<file path="config.mk">
export PLATFORM = sky130hd
export DESIGN_NAME = nlc_device_flat
export DESIGN_NICKNAME = d
export VERILOG_FILES = /design/src/nlc_pkg.sv /design/src/nlc_if.sv /design/src/nlc_param_store.sv /design/src/nlc_device.sv /design/src/flat_wrapper.sv
export SDC_FILE = /design/constraint.sdc
export NUM_CORES = 1
export LEC_CHECK = 0
export ABC_AREA = 1
export BUFFER_PORTS_ARGS = -buffer_cell sky130_fd_sc_hd__buf_2
export CORE_UTILIZATION = 35
export DETAILED_ROUTE_END_ITERATION = 12
export PLACE_DENSITY_LB_ADDON = 0.08
export SLEW_MARGIN = 40
export SYNTH_ARGS = -nofsm -noshare
export SYNTH_HDL_FRONTEND = slang
export SYNTH_HIERARCHICAL = 1
export SYNTH_SLANG_ARGS = --single-unit
</file>
<file path="constraint.sdc">
create_clock -name i_ref_clk -period 3.1 [get_ports i_ref_clk]
set_input_delay 0.465 -clock i_ref_clk [delete_from_list [all_inputs] [get_ports i_ref_clk]]
set_output_delay 0.465 -clock i_ref_clk [all_outputs]
set_load 0.005 [all_outputs]
</file>
<file path="src/nlc_pkg.sv">
// Constants, types and helper functions of the node list command handler
package nlc_pkg;
  // Overview of operation
  // RL1 - Opcode 3E returns peripheral fault list
  // RL2 - Fault list refreshed cyclically without host request
  // RL3 - Fault bit 0: healthy, disabled or absent
  // RL4 - Fault bit 1: node reports peripheral fault
  // RL5 - Host sends list reads without payload
  // RL6 - List payload eight bytes, fixed bit order
  // RL7 - Opcode 3F writes ident code to address 0
  // RL8 - Ident code forwarded unchanged, no check
  // RL9 - Host uses ident write only for identification
  // RL10 - Ident request one byte, response header only
  // RL11 - Header-only commands return no payload
  // RL12 - Opcode 43 records permanent node parameter
  // RL13 - Permanent parameters kept in non-volatile storage
  // RL14 - Stored parameters sent to nodes at power-up
  // RL15 - Parameter request: address byte, parameter nibble
  // RL16 - Opcode 44 returns projected node list
  // RL17 - Projected bit 1 expected, 0 not
  // RL18 - Opcode 45 returns enabled node list
  // RL19 - Enabled bit 1 enabled, 0 disabled
  // RL20 - Detected list command returns eight bytes
  // RL21 - Detected bit 1 detected, 0 otherwise
  // RL22 - Response echoes opcode, handshake bit, error
  // RL23 - Request: opcode, handshake bit, segment select

  // ****************************************
  // Opcodes
  // ****************************************
  localparam logic [7:0] OP_FAULT_LIST   = 8'h3E;
  localparam logic [7:0] OP_EXT_IDENT    = 8'h3F;
  localparam logic [7:0] OP_PERM_PARAM   = 8'h43;
  localparam logic [7:0] OP_PROJ_LIST    = 8'h44;
  localparam logic [7:0] OP_ENABLED_LIST = 8'h45;
  localparam logic [7:0] OP_DETECT_LIST  = 8'h46;

  // ****************************************
  // Frame layout
  // ****************************************
  localparam logic [3:0] HDR_BYTES     = 4'h2;
  localparam logic [3:0] LIST_BYTES    = 4'h8;
  localparam logic [3:0] RSP_LIST_LEN  = 4'hA;
  localparam logic [2:0] LEN_LIST_REQ  = 3'h2;
  localparam logic [2:0] LEN_IDENT_REQ = 3'h3;
  localparam logic [2:0] LEN_PARAM_REQ = 3'h4;
  localparam logic [2:0] MAX_REQ_BYTES = 3'h4;
  localparam int         T_BIT         = 7;
  localparam int         SEG_BIT       = 0;
  localparam int         AB_BIT        = 5;
  localparam int         NODES         = 64;
  localparam int         ADDR_W        = 6;
  localparam logic [3:0] PARAM_DEFAULT = 4'hF;
  localparam logic [ADDR_W-1:0] LAST_NODE = 6'h3F;

  // ****************************************
  // Error codes
  // ****************************************
  localparam logic [6:0] ERR_NONE    = 7'h00;
  localparam logic [6:0] ERR_OPCODE  = 7'h01;
  localparam logic [6:0] ERR_LENGTH  = 7'h02;
  localparam logic [6:0] ERR_SEGMENT = 7'h03;

  // ****************************************
  // Timing
  // ****************************************
  localparam int CLK_HZ         = 20_000_000;
  localparam int REFRESH_US     = 100;
  localparam int REFRESH_CYCLES = (CLK_HZ / 1_000_000) * REFRESH_US;

  typedef enum logic {NODE_WR_IDENT, NODE_WR_PARAM} nlc_node_wr_type;

  // ****************************************
  // Functions
  // ****************************************
  function automatic logic [2:0] nlc_req_len(input logic [7:0] op);
    case (op)
      OP_FAULT_LIST, OP_PROJ_LIST, OP_ENABLED_LIST, OP_DETECT_LIST: return LEN_LIST_REQ; // RL5
      OP_EXT_IDENT:  return LEN_IDENT_REQ; // RL10
      OP_PERM_PARAM: return LEN_PARAM_REQ; // RL15
      default:       return 3'h0;
    endcase
  endfunction : nlc_req_len

  // Payload in send order: first byte in the top bits; bit 0 of A0 and B0 bytes is unused
  function automatic logic [63:0] nlc_pack_list(input logic [63:0] list);
    logic [63:0] packed_bytes;
    logic [7:0]  one_byte;
    packed_bytes = 64'h0000_0000_0000_0000;
    for (int k = 0; k < 8; k++) begin
      one_byte = list[k*8 +: 8];
      if (k == 0 || k == 4) begin
        one_byte[0] = 1'b0;
      end
      packed_bytes[(7-k)*8 +: 8] = one_byte; // RL6
    end
    return packed_bytes;
  endfunction : nlc_pack_list
endpackage : nlc_pkg

</file>
<file path="src/nlc_if.sv">
// Byte stream carrier between host controller and node list command handler
`timescale 1ns/1ps
interface nlc_if;
  logic       req_valid;
  logic       req_ready;
  logic       req_last;
  logic [7:0] req_data;
  logic       rsp_valid;
  logic       rsp_ready;
  logic       rsp_last;
  logic [7:0] rsp_data;

  modport host (
    output req_valid, req_last, req_data, rsp_ready,
    input  req_ready, rsp_valid, rsp_last, rsp_data
  );
  modport device (
    input  req_valid, req_last, req_data, rsp_ready,
    output req_ready, rsp_valid, rsp_last, rsp_data
  );
endinterface : nlc_if

</file>
<file path="src/nlc_param_store.sv">
// Permanent parameter memory, one nibble per node, untouched by reset
`timescale 1ns/1ps
module nlc_param_store
  import nlc_pkg::*;
(
  // Clock
  input  wire logic              i_ref_clk,
  input  wire logic              i_ce,
  // Write port
  input  wire logic              i_wr_en,
  input  wire logic [ADDR_W-1:0] i_wr_addr,
  input  wire logic [3:0]        i_wr_data,
  // Read port
  input  wire logic [ADDR_W-1:0] i_rd_addr,
  output logic      [3:0]        o_rd_data
);
  // Contents hold across reset, standing in for the non-volatile array;
  // a declaration value keeps the clocked process the only writer
  logic [3:0] mem [0:NODES-1] = '{default: PARAM_DEFAULT};

  always_ff @(posedge i_ref_clk) begin
    if (i_ce && i_wr_en) begin
      mem[i_wr_addr] <= i_wr_data; // RL13
    end
  end

  assign o_rd_data = mem[i_rd_addr];
endmodule : nlc_param_store

</file>
<file path="src/nlc_device.sv">
// Device end: serves node list, ident write and permanent parameter commands
`timescale 1ns/1ps
module nlc_device
  import nlc_pkg::*;
(
  // Clock and reset
  input  wire logic              i_ref_clk,
  input  wire logic              i_rst,
  input  wire logic              i_ce,
  // Host side
  nlc_if.device                  bus,
  // Node state from the sensor bus master
  input  wire logic [NODES-1:0]  i_periph_fault,
  input  wire logic [NODES-1:0]  i_projected_node_list,
  input  wire logic [NODES-1:0]  i_enabled_node_list,
  input  wire logic [NODES-1:0]  i_detected_node_list,
  // Node write port to the sensor bus master
  output logic                   o_node_wr_valid,
  input  wire logic              i_node_wr_ready,
  output nlc_node_wr_type        o_node_wr_kind,
  output logic      [ADDR_W-1:0] o_node_wr_addr,
  output logic      [3:0]        o_node_wr_data,
  // Status
  output logic      [NODES-1:0]  o_peripheral_fault_list,
  output logic                   o_replay_busy
);
  typedef enum logic [2:0] {ST_REPLAY, ST_RECV, ST_EXEC, ST_NODE, ST_RESP} nlc_dev_state_type;

  localparam logic [10:0] REFRESH_LAST = 11'(REFRESH_CYCLES - 1);

  nlc_dev_state_type state;
  logic [7:0]        req_buf [0:3];
  logic [2:0]        req_cnt;
  logic [10:0]       refresh_cnt;
  logic [ADDR_W-1:0] replay_idx;
  logic [79:0]       rsp_shift;
  logic [3:0]        rsp_idx;
  logic [3:0]        rsp_len;
  logic [6:0]        next_err;
  logic [63:0]       next_list;
  logic              is_list_op;
  logic              store_wr;
  logic [3:0]        store_rd_data;
  logic              req_take;
  logic              rsp_take;

  // ****************************************
  // Handshakes
  // ****************************************
  assign bus.req_ready = (state == ST_RECV) && i_ce;
  assign bus.rsp_valid = (state == ST_RESP) && i_ce;
  assign bus.rsp_data  = rsp_shift[79:72];
  assign bus.rsp_last  = (rsp_idx == rsp_len - 4'h1);
  assign req_take      = bus.req_valid && bus.req_ready;
  assign rsp_take      = bus.rsp_valid && bus.rsp_ready;
  assign o_replay_busy = (state == ST_REPLAY);

  // ****************************************
  // Peripheral fault list refresh
  // ****************************************
  // Only enabled and detected nodes may show a fault; others read 0
  always_ff @(posedge i_ref_clk) begin
    if (i_rst) begin
      refresh_cnt             <= 11'h000;
      o_peripheral_fault_list <= 64'h0000_0000_0000_0000;
    end else if (i_ce) begin
      if (refresh_cnt == REFRESH_LAST) begin
        refresh_cnt             <= 11'h000;
        o_peripheral_fault_list <= i_periph_fault & i_enabled_node_list
                                   & i_detected_node_list; // RL2 RL3 RL4
      end else begin
        refresh_cnt <= refresh_cnt + 11'h001; // RL2
      end
    end
  end

  // ****************************************
  // Request decode
  // ****************************************
  always_comb begin
    is_list_op = 1'b0;
    next_list  = 64'h0000_0000_0000_0000;
    case (req_buf[0])
      OP_FAULT_LIST: begin
        is_list_op = 1'b1;
        next_list  = o_peripheral_fault_list; // RL1
      end
      OP_PROJ_LIST: begin
        is_list_op = 1'b1;
        next_list  = i_projected_node_list; // RL16 RL17
      end
      OP_ENABLED_LIST: begin
        is_list_op = 1'b1;
        next_list  = i_enabled_node_list; // RL18 RL19
      end
      OP_DETECT_LIST: begin
        is_list_op = 1'b1;
        next_list  = i_detected_node_list; // RL20 RL21
      end
      default: begin
        is_list_op = 1'b0;
        next_list  = 64'h0000_0000_0000_0000;
      end
    endcase
  end

  // Overlong requests count past the buffer so they are refused, not truncated
  always_comb begin
    if (nlc_req_len(req_buf[0]) == 3'h0) begin
      next_err = ERR_OPCODE;
    end else if (req_cnt != nlc_req_len(req_buf[0])) begin
      next_err = ERR_LENGTH; // RL5
    end else if (req_buf[1][SEG_BIT]) begin
      next_err = ERR_SEGMENT;
    end else begin
      next_err = ERR_NONE;
    end
  end

  assign store_wr = (state == ST_EXEC) && (next_err == ERR_NONE)
                    && (req_buf[0] == OP_PERM_PARAM); // RL12

  nlc_param_store u_store (
    .i_ref_clk (i_ref_clk),
    .i_ce      (i_ce),
    .i_wr_en   (store_wr),
    .i_wr_addr (req_buf[2][AB_BIT:0]),
    .i_wr_data (req_buf[3][3:0]),
    .i_rd_addr (replay_idx),
    .o_rd_data (store_rd_data)
  );

  // ****************************************
  // Request capture
  // ****************************************
  always_ff @(posedge i_ref_clk) begin
    if (i_rst) begin
      req_cnt <= 3'h0;
      for (int b = 0; b < 4; b++) begin
        req_buf[b] <= 8'h00;
      end
    end else if (i_ce) begin
      if (req_take) begin
        if (req_cnt < MAX_REQ_BYTES) begin
          req_buf[req_cnt[1:0]] <= bus.req_data; // RL23
        end
        if (req_cnt != 3'h7) begin
          req_cnt <= req_cnt + 3'h1;
        end
      end else if (state == ST_RESP) begin
        req_cnt <= 3'h0;
      end
    end
  end

  // ****************************************
  // Command sequencing and node writes
  // ****************************************
  always_ff @(posedge i_ref_clk) begin
    if (i_rst) begin
      state           <= ST_REPLAY;
      replay_idx      <= 6'h00;
      o_node_wr_valid <= 1'b0;
      o_node_wr_kind  <= NODE_WR_PARAM;
      o_node_wr_addr  <= 6'h00;
      o_node_wr_data  <= 4'h0;
    end else if (i_ce) begin
      case (state)
        ST_REPLAY: begin
          if (!o_node_wr_valid) begin
            if (replay_idx[4:0] != 5'h00) begin
              o_node_wr_valid <= 1'b1; // RL14
              o_node_wr_kind  <= NODE_WR_PARAM;
              o_node_wr_addr  <= replay_idx;
              o_node_wr_data  <= store_rd_data;
            end else begin
              replay_idx <= replay_idx + 6'h01;
            end
          end else if (i_node_wr_ready) begin
            o_node_wr_valid <= 1'b0;
            if (replay_idx == LAST_NODE) begin
              state <= ST_RECV;
            end else begin
              replay_idx <= replay_idx + 6'h01;
            end
          end
        end
        ST_RECV: begin
          if (req_take && bus.req_last) begin
            state <= ST_EXEC;
          end
        end
        ST_EXEC: begin
          if (next_err == ERR_NONE && req_buf[0] == OP_EXT_IDENT) begin
            o_node_wr_valid <= 1'b1; // RL7
            o_node_wr_kind  <= NODE_WR_IDENT;
            o_node_wr_addr  <= 6'h00;
            o_node_wr_data  <= req_buf[2][3:0]; // RL8
            state           <= ST_NODE;
          end else begin
            state <= ST_RESP;
          end
        end
        ST_NODE: begin
          if (i_node_wr_ready) begin
            o_node_wr_valid <= 1'b0;
            state           <= ST_RESP;
          end
        end
        ST_RESP: begin
          if (rsp_take && bus.rsp_last) begin
            state <= ST_RECV;
          end
        end
        default: begin
          state <= ST_RECV;
        end
      endcase
    end
  end

  // ****************************************
  // Response output
  // ****************************************
  // Header is loaded in the decode cycle, so a waiting node write cannot change it
  always_ff @(posedge i_ref_clk) begin
    if (i_rst) begin
      rsp_shift <= 80'h0000_0000_0000_0000_0000;
      rsp_idx   <= 4'h0;
      rsp_len   <= HDR_BYTES;
    end else if (i_ce) begin
      if (state == ST_EXEC) begin
        rsp_idx <= 4'h0;
        rsp_shift[79:64] <= {req_buf[0], req_buf[1][T_BIT], next_err}; // RL22
        if (is_list_op && next_err == ERR_NONE) begin
          rsp_shift[63:0] <= nlc_pack_list(next_list); // RL6
          rsp_len         <= RSP_LIST_LEN;
        end else begin
          rsp_shift[63:0] <= 64'h0000_0000_0000_0000;
          rsp_len         <= HDR_BYTES; // RL10 RL11
        end
      end else if (rsp_take) begin
        rsp_shift <= {rsp_shift[71:0], 8'h00};
        rsp_idx   <= rsp_idx + 4'h1;
      end
    end
  end
endmodule : nlc_device

</file>
<file path="src/flat_wrapper.sv">
// flat-port wrapper written by rule: the top's interface ports become plain ports
module nlc_device_flat import nlc_pkg::*;
  (i_ref_clk, i_rst, i_ce, i_periph_fault, i_projected_node_list, i_enabled_node_list, i_detected_node_list, o_node_wr_valid, i_node_wr_ready, o_node_wr_kind, o_node_wr_addr, o_node_wr_data, o_peripheral_fault_list, o_replay_busy, bus_req_valid, bus_req_last, bus_req_data, bus_rsp_ready, bus_req_ready, bus_rsp_valid, bus_rsp_last, bus_rsp_data);
  nlc_if bus_i ();
  input  wire logic i_ref_clk;
  input  wire logic i_rst;
  input  wire logic i_ce;
  input  wire logic [NODES-1:0] i_periph_fault;
  input  wire logic [NODES-1:0] i_projected_node_list;
  input  wire logic [NODES-1:0] i_enabled_node_list;
  input  wire logic [NODES-1:0] i_detected_node_list;
  output logic o_node_wr_valid;
  input  wire logic i_node_wr_ready;
  output nlc_node_wr_type o_node_wr_kind;
  output logic      [ADDR_W-1:0] o_node_wr_addr;
  output logic      [3:0] o_node_wr_data;
  output logic      [NODES-1:0] o_peripheral_fault_list;
  output logic o_replay_busy;
  input wire logic [$bits(bus_i.req_valid)-1:0] bus_req_valid;
  input wire logic [$bits(bus_i.req_last)-1:0] bus_req_last;
  input wire logic [$bits(bus_i.req_data)-1:0] bus_req_data;
  input wire logic [$bits(bus_i.rsp_ready)-1:0] bus_rsp_ready;
  output wire logic [$bits(bus_i.req_ready)-1:0] bus_req_ready;
  output wire logic [$bits(bus_i.rsp_valid)-1:0] bus_rsp_valid;
  output wire logic [$bits(bus_i.rsp_last)-1:0] bus_rsp_last;
  output wire logic [$bits(bus_i.rsp_data)-1:0] bus_rsp_data;
  assign bus_i.req_valid = bus_req_valid;
  assign bus_i.req_last = bus_req_last;
  assign bus_i.req_data = bus_req_data;
  assign bus_i.rsp_ready = bus_rsp_ready;
  assign bus_req_ready = bus_i.req_ready;
  assign bus_rsp_valid = bus_i.rsp_valid;
  assign bus_rsp_last = bus_i.rsp_last;
  assign bus_rsp_data = bus_i.rsp_data;
  nlc_device u_core (.i_ref_clk(i_ref_clk), .i_rst(i_rst), .i_ce(i_ce), .bus(bus_i), .i_periph_fault(i_periph_fault), .i_projected_node_list(i_projected_node_list), .i_enabled_node_list(i_enabled_node_list), .i_detected_node_list(i_detected_node_list), .o_node_wr_valid(o_node_wr_valid), .i_node_wr_ready(i_node_wr_ready), .o_node_wr_kind(o_node_wr_kind), .o_node_wr_addr(o_node_wr_addr), .o_node_wr_data(o_node_wr_data), .o_peripheral_fault_list(o_peripheral_fault_list), .o_replay_busy(o_replay_busy));
endmodule
</file>
=== Word-level counts from Yosys, hierarchy flattened ===
Memory sizes are Yosys's and may differ from the RTL's. A register that Yosys moved wholly into a read port is not among the register bits.
Cells that the tools add are included.

* Bits in registers: 187
* Bits in writable memories: 288
* Bits of input ports: 271
* Memories: 2

* $add $sub $neg: 5
* Order comparisons: 1
* Equality and inequality tests: 28
* Multiplexer cells: 61
* Bitwise gates (word level): 2
* Reduce and logical (&&, ||, !) cells: 29

{| class="wikitable"
|+ Memories
! memory !! depth !! width !! read ports !! clocked after memory_dff !! write ports !! line !! source
|-
| u_core.u_store.mem || 64 || 4 || 1 || 1 || 1 || nlc_param_store.sv:19 || <nowiki>logic [3:0] mem [0:NODES-1] = '{default: PARAM_DEFAULT};</nowiki>
|-
| u_core.req_buf || 4 || 8 || 4 || 0 || 4 || nlc_device.sv:32 || <nowiki>logic [7:0] req_buf [0:3];</nowiki>
|}

{| class="wikitable"
|+ Operators by type and width
! kind !! count
|-
| 64-bit case mux with 4 select lines || 1
|-
| 80-bit two-way mux || 2
|-
| 64-bit bitwise AND || 2
|-
| 64-bit two-way mux || 1
|-
| 6-bit two-way mux || 9
|-
| 3-bit two-way mux || 11
|-
| 8-bit by 7-bit equality test with 1-bit output (second input constant) || 4
|-
| 4-bit two-way mux || 6
|-
| 1-bit two-way mux || 19
|-
| 8-bit by 6-bit equality test with 1-bit output (second input constant) || 2
|-
| 2-bit inequality test (second input constant) || 8
|-
| 3-bit case mux with 5 select lines || 1
|-
| 7-bit two-way mux || 2
|-
| 6-bit case mux with 2 select lines || 1
|-
| 11-bit by 1-bit adder with 11-bit output (second input constant) || 1
|-
| 11-bit equality test (second input constant) || 1
|-
| 1-bit logical AND || 11
|-
| 11-bit two-way mux || 1
|-
| 2-bit by 1-bit inequality test with 1-bit output (second input constant) || 5
|-
| 5-bit AND reduction || 2
|-
| 3-bit case mux with 3 select lines || 1
|-
| 8-bit two-way mux || 1
|-
| 4-bit case mux with 2 select lines || 1
|-
| 8-bit OR reduction || 1
|-
| other kinds (25) || 32
|}

=== Longest topological paths before layout ===
An unclocked memory read counts as a cell.

* Depth in word-level cells: 15
* Gate-level depth with buffers: 15

=== Modules after synthesis ===
Netlist, hierarchy kept.

{| class="wikitable"
|+ Modules (own cells, without submodules)
! module !! times used !! cells each !! area each (sq um) !! seq. area each (sq um)
|-
| nlc_param_store || 1 || 946 || 10805.4 || 7687.4
|-
| nlc_device || 1 || 1441 || 10283.6 || 4284.1
|}

=== Worst setup path after synthesis ===
Ideal clock, no wire load.

* Kind: register -> register
* Start: memory u_core.req_buf[0][0]
* End: memory u_core.u_store.mem[32][0], enable pin
* Setup time: 0.377 ns
* Data arrival time: 2.218 ns
* Required time: 2.723 ns
* Path slack: 0.506 ns
* Cell stages (with the launch flop): 14
* Period minus slack after synthesis: 2.594 ns
* Path through: edfxtp_1 inv_2 nand2_1 nor2_1 nand2_4 nand2_4 nor2_8 nand3_1 nand3_2 nor4_1 nand2_1 clkinv_1 nand3_1 nor4_1

{| class="wikitable"
|+ RTL lines
! what !! line
|-
| from (decl) || nlc_device.sv:32
|-
| to (decl) || nlc_param_store.sv:19
|}

==> flow_summary.toml <==
[outcome]
status = "complete, no violations"

[die]
coreArea_mm2 = 0.05924
io_pins = 359
core.rowCount = 89
die_area_mm2 = 0.06124
die_h_um = 247.5
initial_utilization_pct = 35.60
die_w_um = 247.5

[synth]
postSynthAreaPerCell_um2 = 8.835
yosys_warnings = 6
syn_nets = 2665
syn_area_mm2 = 0.02109
synth-seq-area-share_pct = 56.77
synth.distinct_cells = 42
synthArstFlopShare_pct = 0
synth_edf_count = 276
synth_ff_type = "edfxtp_1"
ys_ff_latch = 460
syn_inst = 2387

[setup_path]
path_class = "flip-flop to flip-flop"
arrival_ns = 3.02
cp_data_required_time_ns = 3.35
crit_path_end_kind = "flip-flop"
crit_fanout = 9
start_kind = "flip-flop"

[flow_run]
max_cap_viol_count = 0

[timing]
slew_headroom_pct = 46.12
tightestPinTransition_ns = 0.8081
finalMaxSlewViolations = 0
finalClockSkew_ns = 0.02106
holdWs_ns = 0.1346
finalWorstSetupSlack_ns = 0.3289
clock.fmax_ghz = 0.3609
setup_tns_ns = 0
finalWorstPathRequiredPeriod_ns = 2.771
hold_violations = 0
setup_violations = 0
period_share_pct = 89.39
rsz0062_at_grt = "no"

[cts]
cts_root_buf = "clkbuf_16"
cts_tree = "done"
cts.path.max_buffers = 3
clk_pin_slew_worst_paths_ns = 0.06
cts_htree_levels = 2
numCtsBuffers = 52
clk_latency_ns = 0.61
post_cts_buffers = 0
cts.sinks = 460

[global_routing]
overflow = 0
grt_max_degree = 90
antenna_found_initial = 6
grt_usage_pct = 22.49
grt_pass1_vias = 18243
grt_pass1_wl_mm = 106.6

[cells_and_area]
drive_gt1_share_pct = 20.43
syn_to_final_growth_pct = 19.86
fill_cells = 6023
finalNetCount = 2980

[detailed_routing]
ant_nets = 0
routed-via-count = 18325
drt_iter0_drc = 1352
drc_errors = 0
firstDrtPassIters = 7
drt-total-wl_mm = 70.06
wire_per_inst_um = 19.89
via_per_inst = 5.202

[placement]
place_ws_ns = 0.2407
finalWeightedCongestion = 0.8703
portBuffers = 356
dp_hpwl_mm = 47.86

[worst_hold_path]
min_path_type = "primary input to flip-flop"

[pwr]
ir_drop_v = 0.0004384
power.leakage_nw = 9.811
power_w = 0.01689
powerDensity_mw_per_mm2 = 668.1
==> layout make-up <==
class / instances / area [um2] / share of cell area, %
Clock inverter: 36 / 280.3 / 1.109
Sequential cell: 460 / 11980 / 47.38
Timing Repair Buffer: 418 / 2414 / 9.549
Inverter: 82 / 310.3 / 1.228
Multi-Input combinational cell: 1688 / 7950 / 31.45
Clock buffer: 62 / 1369 / 5.415
Antenna cell: 4 / 10.01 / 0.03960
Tap cell: 773 / 967.2 / 3.826
==> stage by stage <==
step / utilization, % / std cells / instance area (um2)
final: 42.67 / 3523 / 25280
after global routing: 42.66 / 3521 / 25270
after CTS: 42.60 / 3518 / 25240
after detailed placement: 39.82 / 3420 / 23590
after global placement: 39.78 / 3419 / 23570
after floorplan: - / 2387 / 21090
==> cell families (layout without fill, tap and decap cells) <==
| logic type | count (synthesis) | after routing | synth area share, % |
|---|---|---|---|
| adders and majority gates | 7 | 7 | 0.4153 |
| xor gates and xnor gates | 4 | 4 | 0.1662 |
| DFF | 460 | 460 | 56.77 |
| AOI/OAI and AO/OA | 377 | 377 | 9.386 |
| other | 0 | 4 | 0 |
| and+or+nand+nor | 1300 | 1300 | 27.62 |
| buffers and inverters | 239 | 598 | 5.648 |
==> worst max-delay path: stages, from the launching register on <==
cell	delay [ns]
edfxtp_1	0.44
inv_2	0.08
nand2_1	0.07
nor2_1	0.20
nand2_4	0.08
nand2_4	0.09
nor2_8	0.06
nand3_1	0.10
nand3_2	0.13
nor4_1	0.19
nand2_1	0.15
clkinv_1	0.18
nand4_1	0.10
buf_4	0.23
nor2_1	0.31
==> path summary, 6_finish.rpt <==
path                                 start                                  to  slack, ns  depth (start not counted)
setup reg to reg      u_core/req_buf[0][0]           u_core/u_store/mem[10][0]       0.33                         14
hold / removal          i_periph_fault[47]  u_core/o_peripheral_fault_list[47]       0.13                          3
setup / recovery      u_core/req_buf[0][0]           u_core/u_store/mem[10][0]       0.33                         14
hold reg to reg   u_core/o_node_wr_addr[4]            u_core/o_node_wr_addr[4]       0.46                          2
==> report_power, final <==
part | internal (W) | switching [W] | total [W]
registers | 0.00676 | 0.000183 | 0.00694
clock network | 0.00334 | 0.00261 | 0.00595
logic | 0.00122 | 0.00277 | 0.00399
total | 0.0113 | 0.00556 | 0.0169
==> layer usage <==
layer,track usage (%),share of wire (%),vias up
met2,38.64,49,544
met5,0,0.027,-
li1,-,-,8935
met4,5.900,2.1,4
met1,28.88,43,8750
met3,4.206,5.6,92
==> state kept, by name, summed over array words and instances (netlist names) <==
name,flops
u_core/u_store/mem,256
u_core/rsp_shift,80
u_core/o_peripheral_fault_list,64
u_core/req_buf,20
u_core/refresh_cnt,11
u_core/o_node_wr_addr,6
u_core/replay_idx,6
u_core/o_node_wr_data,4
u_core/rsp_idx,4
u_core/req_cnt,3
u_core/state,3
u_core/o_node_wr_kind,1
u_core/o_node_wr_valid,1
u_core/rsp_len,1
==> repair_timing <==
item | CTS | global route
endpoints found under the hold margin | 0 | 0
setup endpoints to repair | 0 | 6
gates resized for setup | 0 | 2
hold buffers | 0 | 0
==> cells in the final DEF (no fill, tap or decap), drive strengths merged <==
master,Yosys,layout
o211ai,2,2
o211a,1,1
or2,1,1
o31ai,1,1
nand3b,1,1
ha,7,7
a221oi,1,1
xnor2,1,1
clkinv,2,26
a31oi,18,18
o21ai,175,175
a21oi,162,162
nor2,128,128
diode,0,4
xor2,3,3
clkinvlp,0,8
clkbuf,88,62
nor4,12,12
nand3,331,331
edfxtp,276,276
inv,80,82
a211oi,8,8
nor3b,3,3
a41oi,3,3
and3,1,1
buf,69,418
o2111ai,6,6
nor3,15,15
dfxtp,184,184
nand4,99,99
nand2,709,709
bufinv,0,2
==> synthesized netlist by cell type (4+ instances only) <==
cell / number / area [um2]
nand3_2: 22 / 220.2
buf_2: 22 / 110.1
nand2_1: 704 / 2643
edfxtp_1: 276 / 8288
inv_1: 68 / 255.2
dfxtp_1: 184 / 3684
buf_6: 29 / 326.6
nand4_1: 99 / 619.3
nand3_1: 309 / 1546
ha_1: 7 / 87.58
nor4_1: 11 / 68.82
a211oi_1: 8 / 60.06
o2111ai_1: 6 / 52.55
nor3_1: 15 / 75.07
buf_4: 13 / 97.59
clkbuf_1: 88 / 330.3
nor2_1: 119 / 446.7
buf_1: 5 / 18.77
a21oi_1: 162 / 810.8
a31oi_1: 18 / 112.6
nor2_4: 4 / 45.04
o21ai_0: 174 / 870.8
inv_2: 12 / 45.04
Note: power is estimated with default switching activity, not from simulation.
